**config.mk**
```make
export PLATFORM = sky130hd
export DESIGN_NAME = exec_unit
export DESIGN_NICKNAME = d
export VERILOG_FILES = /design/src/hw/exec_pkg.sv /design/src/hw/reg_space.sv /design/src/hw/exec_unit.sv
export VERILOG_INCLUDE_DIRS = /design/src /design/src/hw
export SDC_FILE = /design/constraint.sdc
export NUM_CORES = 1
export LEC_CHECK = 0
export BUFFER_PORTS_ARGS = -buffer_cell sky130_fd_sc_hd__buf_2
export CORE_ASPECT_RATIO = 1.1
export CORE_UTILIZATION = 65
export DETAILED_ROUTE_END_ITERATION = 7
export HOLD_SLACK_MARGIN = 0.03
export PLACE_DENSITY = 0.83
export SKIP_LAST_GASP = 1
export SLEW_MARGIN = 0
export SYNTH_ARGS = -nofsm -noshare
export SYNTH_HDL_FRONTEND = slang
export SYNTH_SLANG_ARGS = --single-unit
```
**constraint.sdc**
```tcl
create_clock -name ref_clk -period 8.5 [get_ports ref_clk]
set_clock_uncertainty 0.2 [all_clocks]
set_input_delay 1.7 -clock ref_clk [delete_from_list [all_inputs] [get_ports ref_clk]]
set_output_delay 1.7 -clock ref_clk [all_outputs]
set_load 0.05 [all_outputs]
```
**src/hw/exec_defs.svh**
```systemverilog
/*
 * Constants of the instruction-subset execution unit: register-port offsets,
 * status bit positions and reset values.
 * Assumes inclusion by bare name from the design files.
 */
`ifndef EXEC_DEFS_SVH
`define EXEC_DEFS_SVH

`define ADDR_ACC        7'h00
`define ADDR_STATUS     7'h01
`define ADDR_TMODE      7'h02
`define ADDR_TPTR_HIGH  7'h03
`define ADDR_TDATA_HIGH 7'h04
`define ADDR_SPACE_BIT  6

`define STAT_C          0
`define STAT_DC         1
`define STAT_Z          2

`define ACC_RST         8'h00
`define TMODE_RST       8'h00
`define TPTR_HIGH_RST   8'h00
`define TDATA_HIGH_RST  6'h00
`define ROM_ADDR_RST    11'h000

`endif

```
**src/hw/exec_pkg.sv**
```systemverilog
/*
 * Types of the instruction-subset execution unit.
 * Assumes nothing of its surroundings.
 */
package exec_pkg;

    typedef enum logic [2:0] {
        OP_SUB_ACC_FROM_REG = 3'h0,
        OP_NIBBLE_SWAP_REG  = 3'h1,
        OP_ROM_TABLE_READ   = 3'h2,
        OP_TIMER_MODE_READ  = 3'h3,
        OP_TIMER_MODE_WRITE = 3'h4,
        OP_XOR_ACC_REG      = 3'h5,
        OP_XOR_ACC_IMM      = 3'h6,
        OP_NONE             = 3'h7
    } op_e;

    typedef enum logic {
        ST_IDLE     = 1'b0,
        ST_ROM_WAIT = 1'b1
    } exec_state_e;

    typedef struct packed {
        exec_state_e state;
        logic [7:0]  acc;
        logic [7:0]  tmode;
        logic [7:0]  tptr_high;
        logic [5:0]  tdata_high;
        logic        z;
        logic        dc;
        logic        c;
        logic [10:0] rom_addr;
        logic [7:0]  rdata;
    } exec_s;

endpackage : exec_pkg

```
**src/hw/reg_space.sv**
```systemverilog
/*
 * General register space: one write port, two combinational read ports.
 * Assumes the caller arbitrates between its writers.
 */
`timescale 1ns/100ps

module reg_space
#(
    parameter int WIDTH = 8,
    parameter int DEPTH = 64,
    parameter int AW    = 6
)
(
    input  wire logic             ref_clk,  // core clock
    input  wire logic             rst,      // sync reset, high
    input  wire logic             we,       // write enable
    input  wire logic [AW-1:0]    waddr,    // write index
    input  wire logic [WIDTH-1:0] wdata,    // write data
    input  wire logic [AW-1:0]    raddr_a,  // operand read index
    output logic      [WIDTH-1:0] rdata_a,  // operand read data
    input  wire logic [AW-1:0]    raddr_b,  // port read index
    output logic      [WIDTH-1:0] rdata_b   // port read data
);

    typedef struct packed {
        logic [DEPTH-1:0][WIDTH-1:0] mem;
    } space_s;

    space_s s_r;
    space_s s_nxt;

    always_comb
    begin
        s_nxt = s_r;
        if (we)
        begin
            s_nxt.mem[waddr] = wdata;
        end
    end

    always_ff @(posedge ref_clk)
    begin
        if (rst)
        begin
            s_r <= '0;
        end
        else
        begin
            s_r <= s_nxt;
        end
    end

    assign rdata_a = s_r.mem[raddr_a];
    assign rdata_b = s_r.mem[raddr_b];

endmodule : reg_space

```
**src/hw/exec_unit.sv**
```systemverilog
/*
 * Execution unit for a subset of an 8-bit core: subtract, nibble swap,
 * ROM table read, timer-mode moves and exclusive-OR.
 * Assumes a combinational program ROM answering rom_addr in the same cycle,
 * and a controller that issues one op at a time with op_valid/op_ready.
 */
// Decided for this implementation: the placing of the registers and the plain strobed port.
// What this block does
// - register minus accumulator, two's complement, sets Z, DC, C; index 0..63.
// - destination bit 0 writes accumulator, 1 writes the addressed register.
// - swap puts operand low nibble high and high nibble low; flags kept.
// - table read addresses ROM with pointer-high bits 2..0 and accumulator; low byte to acc.
// - table read puts ROM word bits 13..8 into table-data-high bits 5..0; flags kept.
// - timer-mode read copies timer-mode register to accumulator, flags kept.
// - timer-mode write loads accumulator into timer-mode register, flags kept.
// - register XOR writes acc xor register to chosen destination, only Z changes.
// - immediate XOR writes acc xor immediate to accumulator, only Z changes.
`timescale 1ns/100ps
`include "exec_defs.svh"

module exec_unit
    import exec_pkg::*;
#(
    parameter int RAW = 6
)
(
    input  wire logic          ref_clk,     // core clock, 10 MHz
    input  wire logic          rst,         // sync reset, high
    input  wire logic          op_valid,    // op offered
    output logic               op_ready,    // op accepted this cycle
    input  wire op_e           op_kind,     // which op
    input  wire logic [RAW-1:0] op_index,   // register operand index
    input  wire logic          op_dest,     // 0 acc, 1 register
    input  wire logic [7:0]    op_imm,      // immediate operand
    output logic      [10:0]   rom_addr,    // program ROM address
    input  wire logic [13:0]   rom_data,    // program ROM word
    input  wire logic [6:0]    bus_addr,    // register port address
    input  wire logic [7:0]    bus_wdata,   // register port write data
    input  wire logic          bus_wr,      // write strobe
    input  wire logic          bus_rd,      // read strobe
    output logic      [7:0]    bus_rdata,   // read data, cycle after strobe
    output logic      [7:0]    tmode_out    // timer-mode register to timer
);

    exec_s s_r;
    exec_s s_nxt;

    logic [7:0]     opnd;
    logic [7:0]     bus_reg_data;
    logic           exec_we;
    logic [7:0]     exec_wdata;
    logic           reg_we;
    logic [RAW-1:0] reg_waddr;
    logic [7:0]     reg_wdata;
    logic [8:0]     sub_sum;
    logic [4:0]     sub_low;
    logic           taken;
    logic           bus_space;

    assign bus_space = bus_addr[`ADDR_SPACE_BIT];
    assign op_ready  = (s_r.state == ST_IDLE);
    assign taken     = op_valid && op_ready;

    // r + ~acc + 1; carry out means no borrow
    assign sub_sum = {1'b0, opnd} + {1'b0, ~s_r.acc} + 9'h001;
    assign sub_low = {1'b0, opnd[3:0]} + {1'b0, ~s_r.acc[3:0]} + 5'h01;

    reg_space #(
        .WIDTH (8),
        .DEPTH (64),
        .AW    (RAW)
    ) u_space (
        .ref_clk (ref_clk),
        .rst     (rst),
        .we      (reg_we),
        .waddr   (reg_waddr),
        .wdata   (reg_wdata),
        .raddr_a (op_index),
        .rdata_a (opnd),
        .raddr_b (bus_addr[RAW-1:0]),
        .rdata_b (bus_reg_data)
    );

    // execution write wins over a port write in the same cycle
    assign reg_we    = exec_we || (bus_wr && bus_space);
    assign reg_waddr = exec_we ? op_index : bus_addr[RAW-1:0];
    assign reg_wdata = exec_we ? exec_wdata : bus_wdata;

    always_comb
    begin
        s_nxt      = s_r;
        exec_we    = 1'b0;
        exec_wdata = 8'h00;
        s_nxt.rdata = 8'h00;
        if (bus_rd)
        begin
            if (bus_space)
            begin
                s_nxt.rdata = bus_reg_data;
            end
            else
            begin
                unique case (bus_addr)
                    `ADDR_ACC:        s_nxt.rdata = s_r.acc;
                    `ADDR_STATUS:     s_nxt.rdata = {5'h00, s_r.z, s_r.dc, s_r.c};
                    `ADDR_TMODE:      s_nxt.rdata = s_r.tmode;
                    `ADDR_TPTR_HIGH:  s_nxt.rdata = s_r.tptr_high;
                    `ADDR_TDATA_HIGH: s_nxt.rdata = {2'h0, s_r.tdata_high};
                    default:          s_nxt.rdata = 8'h00;
                endcase
            end
        end
        if (bus_wr && !bus_space)
        begin
            unique case (bus_addr)
                `ADDR_ACC:        s_nxt.acc = bus_wdata;
                `ADDR_STATUS:
                begin
                    s_nxt.c  = bus_wdata[`STAT_C];
                    s_nxt.dc = bus_wdata[`STAT_DC];
                    s_nxt.z  = bus_wdata[`STAT_Z];
                end
                `ADDR_TMODE:      s_nxt.tmode = bus_wdata;
                `ADDR_TPTR_HIGH:  s_nxt.tptr_high = bus_wdata;
                `ADDR_TDATA_HIGH: s_nxt.tdata_high = bus_wdata[5:0];
                default:          ;
            endcase
        end
        unique case (s_r.state)
            ST_IDLE:
            begin
                if (op_valid)
                begin
                    unique case (op_kind)
                        OP_SUB_ACC_FROM_REG:
                        begin
                            exec_wdata = sub_sum[7:0];
                            s_nxt.z    = (sub_sum[7:0] == 8'h00);
                            s_nxt.dc   = sub_low[4];
                            s_nxt.c    = sub_sum[8];
                        end
                        OP_NIBBLE_SWAP_REG:
                        begin
                            exec_wdata = {opnd[3:0], opnd[7:4]};
                        end
                        OP_XOR_ACC_REG:
                        begin
                            exec_wdata = s_r.acc ^ opnd;
                            s_nxt.z    = ((s_r.acc ^ opnd) == 8'h00);
                        end
                        OP_XOR_ACC_IMM:
                        begin
                            s_nxt.acc = s_r.acc ^ op_imm;
                            s_nxt.z   = ((s_r.acc ^ op_imm) == 8'h00);
                        end
                        OP_TIMER_MODE_READ:  s_nxt.acc   = s_r.tmode;
                        OP_TIMER_MODE_WRITE: s_nxt.tmode = s_r.acc;
                        OP_ROM_TABLE_READ:
                        begin
                            s_nxt.rom_addr = {s_r.tptr_high[2:0], s_r.acc};
                            s_nxt.state    = ST_ROM_WAIT;
                        end
                        default:             ;
                    endcase
                    // register-operand ops route by destination bit
                    if (op_kind == OP_SUB_ACC_FROM_REG || op_kind == OP_NIBBLE_SWAP_REG
                        || op_kind == OP_XOR_ACC_REG)
                    begin
                        if (op_dest)
                        begin
                            exec_we = 1'b1;
                        end
                        else
                        begin
                            s_nxt.acc = exec_wdata;
                        end
                    end
                end
            end
            ST_ROM_WAIT:
            begin
                s_nxt.acc        = rom_data[7:0];
                s_nxt.tdata_high = rom_data[13:8];
                s_nxt.state      = ST_IDLE;
            end
        endcase
    end

    always_ff @(posedge ref_clk)
    begin
        if (rst)
        begin
            s_r.state      <= ST_IDLE;
            s_r.acc        <= `ACC_RST;
            s_r.tmode      <= `TMODE_RST;
            s_r.tptr_high  <= `TPTR_HIGH_RST;
            s_r.tdata_high <= `TDATA_HIGH_RST;
            s_r.z          <= 1'b0;
            s_r.dc         <= 1'b0;
            s_r.c          <= 1'b0;
            s_r.rom_addr   <= `ROM_ADDR_RST;
            s_r.rdata      <= 8'h00;
        end
        else
        begin
            s_r <= s_nxt;
        end
    end

    assign rom_addr  = s_r.rom_addr;
    assign bus_rdata = s_r.rdata;
    assign tmode_out = s_r.tmode;
endmodule : exec_unit

```
* After elaboration in Yosys (flattened, before gate mapping)
Index checks and enable logic that the tools add are counted.
** Word-level totals
- Flip-flop bits (word level) :: 565
- Bits in latches :: 0
- Bits in writable memories :: 0
- Memory bits (read-only) :: 0
- Input port bits :: 52
- Memories :: 0
** Operators by class
- $add $sub $neg :: 4
- Multiply operators :: 0
- Divide/modulo/power cells :: 0
- Magnitude comparators :: 4
- Eq/ne operators :: 10
- Shifts and indexed selects :: 0
- Mux-type cells :: 38
- Bitwise gates (word level) :: 6
- Reductions and logical operators :: 18
** Operators with widths (number)
- 512-bit bitwise mux :: 1
- 8-bit two-way mux :: 14
- 8-bit binary-select mux with 6-bit select :: 2
- 8-bit demux with 6-bit select :: 1
- 8-bit one-hot mux with 5 select lines :: 1
- 33-bit two-way mux :: 1
- 14-bit two-way mux :: 2
- 8-bit logical NOT :: 3
- 8-bit one-hot mux with 3 select lines :: 1
- 6-bit by 7-bit less-than comparator with 1-bit output (second input constant) :: 3
- 6-bit two-way mux :: 3
- 9-bit one-hot mux with 2 select lines :: 1
- 17-bit two-way mux :: 1
- 8-bit one-hot mux with 2 select lines :: 1
- 8-bit XOR :: 2
- 7-bit by 2-bit == test with 1-bit output (second input constant) :: 2
- 11-bit two-way mux :: 1
- 8-bit by 8-bit adder with 9-bit output :: 1
- 9-bit by 1-bit adder with 9-bit output (second input constant) :: 1
- 3-bit == test (second input constant) :: 3
- 8-bit NOT :: 1
- 7-bit by 1-bit == test with 1-bit output (second input constant) :: 1
- 7-bit by 3-bit == test with 1-bit output (second input constant) :: 1
- 7-bit logical NOT :: 1
- 19 further kinds :: 31

* Logic depth before layout (Yosys ltp)
- Word-level depth :: 12
- Gate-level depth with buffers :: 24

* Cells and area by module
Synthesis repeated with hierarchy kept, for this count alone.
** Unflattened totals
- Cell total of the unflattened synthesis :: 3454
- Area, all modules :: 30889.6 um^2
** Modules (own cells, without submodules)
- reg_space :: instances 1, cells each 2955, area an instance 27015.9 um^2, sequential area each 10249.8 um^2
- exec_unit :: instances 1, cells each 499, area an instance 3873.7 um^2, sequential area each 1061.0 um^2

* Worst setup path before layout
OpenSTA, ideal clock, no wires.
- Path kind :: in2reg
- Start point :: input op_index[2]
- End point :: register u_space.s_r[102] (netlist bit)
- Arrival :: 5.856 ns
- Required time :: 8.172 ns
- Path slack :: 2.315 ns
- Stages on the path :: 23
- Buffers on the path :: 7
- Cell sequence :: buf_2 buf_4 buf_6 buf_6 buf_6 buf_6 mux4_2 a22o_1 a31oi_1 nand3_1 nand2_1 ha_1 inv_1 fa_1 a21o_1 a21oi_1 o21bai_1 a21oi_1 xor2_1 o22ai_1 o221ai_2 clkbuf_1 o21ai_0
** Between the ends
- Longest elaborated chain between the ends :: 9
** RTL lines
- start, declared :: line exec_unit.sv:32 : input wire logic [RAW-1:0] op_index,
- 8-bit binary-select mux with 6-bit select :: line reg_space.sv:53 : assign rdata_a = s_r.mem[raddr_a];
- 8-bit two-way mux (implied by the code) :: line reg_space.sv:53
- 8-bit by 8-bit adder with 9-bit output :: line exec_unit.sv:65 : assign sub_sum = {1'b0, opnd} + {1'b0, ~s_r.acc} + 9'h001;
- 9-bit by 1-bit adder with 9-bit output :: line exec_unit.sv:65
- 8-bit one-hot mux with 3 select lines :: line exec_unit.sv:134 : unique case (op_kind)
- 8-bit two-way mux :: line exec_unit.sv:132 : if (op_valid)
- 8-bit two-way mux :: line exec_unit.sv:129 : unique case (s_r.state)
- 8-bit two-way mux :: line exec_unit.sv:87 : assign reg_wdata = exec_we ? exec_wdata : bus_wdata;
- 512-bit bitwise mux (*) :: line reg_space.sv:37 : s_nxt.mem[waddr] = wdata;
- end signal, assigned :: line reg_space.sv:49 : s_r <= s_nxt;
- end, declared :: line reg_space.sv:29 : space_s s_r;
Mark *: on every way between the ends. The rest lies on a longest branch, timed or not. The select of a mux whose other input is x is not followed.
A chain may end at the register's enable or synchronous reset.

* Worst setup path after layout
- Start point :: input op_index[0]
- End point :: register u_space.s_r[324] (netlist bit)
The elaborated chain is that of the path after synthesis.

==> impl_metrics.prom <==
# TYPE chip_impl_metric gauge
chip_impl_metric{name="period_minus_slack",unit="ns"} 7.07
chip_impl_metric{name="slew_headroom",unit="%"} 8.52
chip_impl_metric{name="critical_path.max_stage_delay",unit="ns"} 0.71
chip_impl_info{name="worst_setup_path_end_kind",value="flop"} 1
chip_impl_metric{name="tritoncts.num_buffers",unit=""} 56
chip_impl_metric{name="drv_cap",unit=""} 0
chip_impl_metric{name="cts_setup_buffers",unit=""} 0
chip_impl_metric{name="final_cell_area",unit="sq um"} 31200
chip_impl_metric{name="bufs_on_longest_clock_path",unit=""} 3
chip_impl_metric{name="cts_max_level",unit=""} 2
chip_impl_metric{name="post_synth_edffs",unit=""} 0
chip_impl_metric{name="tightest_slew",unit="ns"} 1.36
chip_impl_metric{name="placedInstanceArea",unit="sq um"} 29300
chip_impl_metric{name="ff2ff_path_depth",unit=""} 14
chip_impl_metric{name="first_pass_iters",unit=""} 8
chip_impl_metric{name="synth-seq-cells",unit=""} 565
chip_impl_info{name="cts-root-buf",value="clkbuf_16"} 1
chip_impl_metric{name="detail_route.iter0.violations",unit=""} 4337
chip_impl_metric{name="grt_start_max_net_pins",unit=""} 163
chip_impl_metric{name="post_drt_wl_per_cell",unit="um"} 29.0
chip_impl_metric{name="antenna_found_initial",unit=""} 2
chip_impl_metric{name="area_delta_synth_final",unit="%"} 5.87
chip_impl_metric{name="via_count",unit=""} 26314
chip_impl_metric{name="fmax",unit="MHz"} 141
chip_impl_info{name="category_of_the_critical_setup_timing_path",value="input pin to flop"} 1
chip_impl_metric{name="grt_pass1_vias",unit=""} 25029
chip_impl_metric{name="timing.critical_path.buf_inv",unit=""} 3
chip_impl_info{name="tritoncts_clock_tree",value="built"} 1
chip_impl_metric{name="whs_path_depth",unit=""} 2
chip_impl_metric{name="num_io_pins",unit=""} 80
chip_impl_metric{name="postSynthCellCount",unit=""} 3067
chip_impl_metric{name="syn_area_per_cell",unit="sq um"} 9.62
chip_impl_metric{name="core-area",unit="sq um"} 44600
chip_impl_info{name="crit_family",value="buffers and inverters"} 1
chip_impl_metric{name="antenna_left",unit=""} 0
chip_impl_metric{name="clk_pin_slew_worst_paths",unit="ns"} 0.07
chip_impl_info{name="failed_checks",value="design-rule violations"} 1
chip_impl_metric{name="fp.dieH",unit="um"} 225
chip_impl_info{name="crit_path_top_delay_cell",value="buf_6"} 1
chip_impl_metric{name="number_of_setup_violations_in_the_final_report",unit=""} 0
chip_impl_metric{name="global_route_wire_length_before_repair",unit="um"} 151000
chip_impl_metric{name="layout.nets",unit=""} 2963
chip_impl_metric{name="post_synth_instance_area",unit="sq um"} 29500
chip_impl_metric{name="met1Wirelength",unit="um"} 33500
chip_impl_metric{name="wirelength",unit="um"} 102000
chip_impl_metric{name="final_min_period_over_clock_period",unit="%"} 83.2
chip_impl_info{name="synth_top_flop_cell",value="dfxtp_1"} 1
chip_impl_info{name="top_signal_layer_used",value="met4"} 1
chip_impl_metric{name="synth_async_sr_flop_share",unit="%"} 0
chip_impl_metric{name="hold_viol",unit=""} 0
chip_impl_info{name="outcome",value="finished, violations left"} 1
chip_impl_metric{name="crit_fanout",unit=""} 72
chip_impl_metric{name="detailedPlacementHpwl",unit="um"} 66700
chip_impl_metric{name="gr-total-overflow",unit=""} 0
chip_impl_metric{name="start_util",unit="%"} 66.2
chip_impl_metric{name="gp_routability_congestion",unit=""} 1.01
chip_impl_metric{name="worstSetupPathDepth",unit=""} 17
chip_impl_metric{name="finalMaxSlewViolations",unit=""} 0
chip_impl_metric{name="cts.sink_count",unit=""} 565
chip_impl_metric{name="synth.yosys.warnings",unit=""} 0
chip_impl_metric{name="viasPerCell",unit=""} 7.46
chip_impl_metric{name="core.rowCount",unit=""} 81
chip_impl_metric{name="powerDensity",unit="nW/um^2"} 186
chip_impl_metric{name="power.leakage",unit="nW"} 10.4
chip_impl_metric{name="synth_cell_type_count",unit=""} 75
chip_impl_info{name="grt_setup_unrepaired",value="no"} 1
chip_impl_info{name="most-common-layout-cells",value="dfxtp_1, nand2_1, o21ai_0, nand3_1, mux4_2"} 1
chip_impl_metric{name="worst_ep_required_time",unit="ns"} 8.76
chip_impl_metric{name="dieArea",unit="sq um"} 46200
chip_impl_info{name="setup.worst_path.start_class",value="input pin"} 1
chip_impl_metric{name="residual_drc",unit=""} 5
chip_impl_metric{name="die_w",unit="um"} 205
chip_impl_metric{name="place.port_buffers",unit=""} 79
chip_impl_metric{name="drive_above_1_share",unit="%"} 17.6
chip_impl_metric{name="crit_arrival",unit="ns"} 7.33
chip_impl_metric{name="synth_fp_nets",unit=""} 3130
chip_impl_metric{name="synth.yosys.seq_area_share",unit="%"} 38.3
chip_impl_metric{name="sum_of_met3_wire_segment_lengths_after_detailed_routing",unit="um"} 13800
chip_impl_metric{name="cts_hold_repair.buffers",unit=""} 0
chip_impl_metric{name="tns",unit="ns"} 0
chip_impl_metric{name="cts_resized",unit=""} 0
chip_impl_metric{name="peak_supply_drop",unit="uV"} 185
chip_impl_metric{name="gr-usage-all-layers",unit="%"} 44.2
chip_impl_info{name="final_common_cell",value="dfxtp_1"} 1
chip_impl_info{name="crit_chain",value="buf_6, buf_4, mux4_2, nand2_1, nand3_1, nand3_1, o21ai_0, fa_1, a21o_1, a21oi_1, xnor2_1, o22ai_1, nor3_1, nor2_1, a21oi_4, buf_4, a211oi_1"} 1
chip_impl_metric{name="met2RoutedLength",unit="um"} 46200
chip_impl_info{name="hold_path_class",value="flop to flop"} 1
chip_impl_metric{name="worst_skew_pair.late_latency",unit="ns"} 0.64
cell families after synthesis:
family	after synthesis	share of synthesized area, %
adder cells (fa/ha/maj)	11	0.492
multiplexers	397	26.1
AND/OR/NAND/NOR	1000	15.0
buffers and inverters	352	5.77
XOR/XNOR	13	0.386
AO/OA/AOI/OAI	729	13.9
flip-flops	565	38.3
worst paths after layout:
kind,startpoint,to,slack [ns]
setup / recovery,op_index[0],u_space.s_r[324]$_SDFFE_PP0P_,1.43
hold / removal,u_space.s_r[419]$_SDFFE_PP0P_,u_space.s_r[419]$_SDFFE_PP0P_,0.27
setup reg to reg,u_space.s_r[1]$_SDFFE_PP0P_,u_space.s_r[324]$_SDFFE_PP0P_,3.20
hold reg to reg,u_space.s_r[419]$_SDFFE_PP0P_,u_space.s_r[419]$_SDFFE_PP0P_,0.27
routing by layer:
metal / up-vias / track usage, %
li1: 10964 / -
met1: 12608 / 52.9
met2: 2185 / 68.0
met3: 557 / 12.4
met4: 0 / 32.8
met5: - / 0
state kept, by name, indices dropped and copies added (netlist names):
register / count
bus_rdata: 8
u_space.s_r: 512
rom_addr: 11
s_r: 26
tmode_out: 8
synthesized netlist by cell type (5+ instances only):
cell type | count | area [sq um]
o21a_1 | 6 | 45.0
buf_1 | 22 | 82.6
buf_2 | 27 | 135
ha_1 | 10 | 125
mux2i_1 | 97 | 971
a22oi_1 | 19 | 143
and3_1 | 7 | 43.8
mux4_2 | 297 | 6690
or3_1 | 7 | 43.8
clkbuf_1 | 221 | 830
a222oi_1 | 5 | 50.1
a31oi_1 | 9 | 56.3
o21ai_0 | 368 | 1840
and2_1 | 13 | 81.3
a211oi_1 | 40 | 300
nand2b_1 | 13 | 81.3
o21ai_1 | 17 | 85.1
nand2_1 | 370 | 1390
xor2_1 | 9 | 78.8
dfxtp_1 | 565 | 11300
buf_6 | 22 | 248
nor2_1 | 187 | 702
nor2b_1 | 10 | 62.6
inv_1 | 15 | 56.3
a221oi_1 | 8 | 70.1
a21oi_1 | 204 | 1020
nand3_1 | 348 | 1740
buf_4 | 38 | 285
and2_0 | 7 | 43.8
o211ai_1 | 6 | 45.0
nor3_1 | 22 | 110
power breakdown:
part           internal, mW  switching, mW  total, mW
Sequential             2.66         0.0168       2.68
Combinational         0.157          0.373      0.530
Clock                  1.48           1.11       2.60
Total                  4.30           1.50       5.80
through the flow:
step                hold slack [ns]  cells  total power [mW]  utilization (%)  setup slack [ns]
global route                  0.285   3526              5.92             70.0              1.14
global placement              0.245   3423              3.24             65.8              1.13
detailed placement            0.257   3423              3.25             65.8             0.958
floorplan                     0.238   3067              3.11                -              2.32
CTS                           0.265   3526              5.77             70.0              1.57
finish                        0.271   3528              5.80             70.0              1.43
tightest hold or removal path, stage by stage, from the launching register on:
cell and delay (ns):
dfxtp_1 0.32, nand2_1 0.06, a21oi_1 0.05
cell type report:
| cell class | instances | area, sq um |
|---|---|---|
| clock buffers | 82 | 1670 |
| diodes | 2 | 5.00 |
| fillers | 3235 | 13400 |
| repair buffers | 108 | 684 |
| well taps | 581 | 727 |
| clock inverters | 21 | 230 |
| inverters | 19 | 78.8 |
| flip-flops and latches | 565 | 11300 |
| multi-input cells | 2150 | 16500 |
Note: power is estimated with default switching activity, not from simulation.
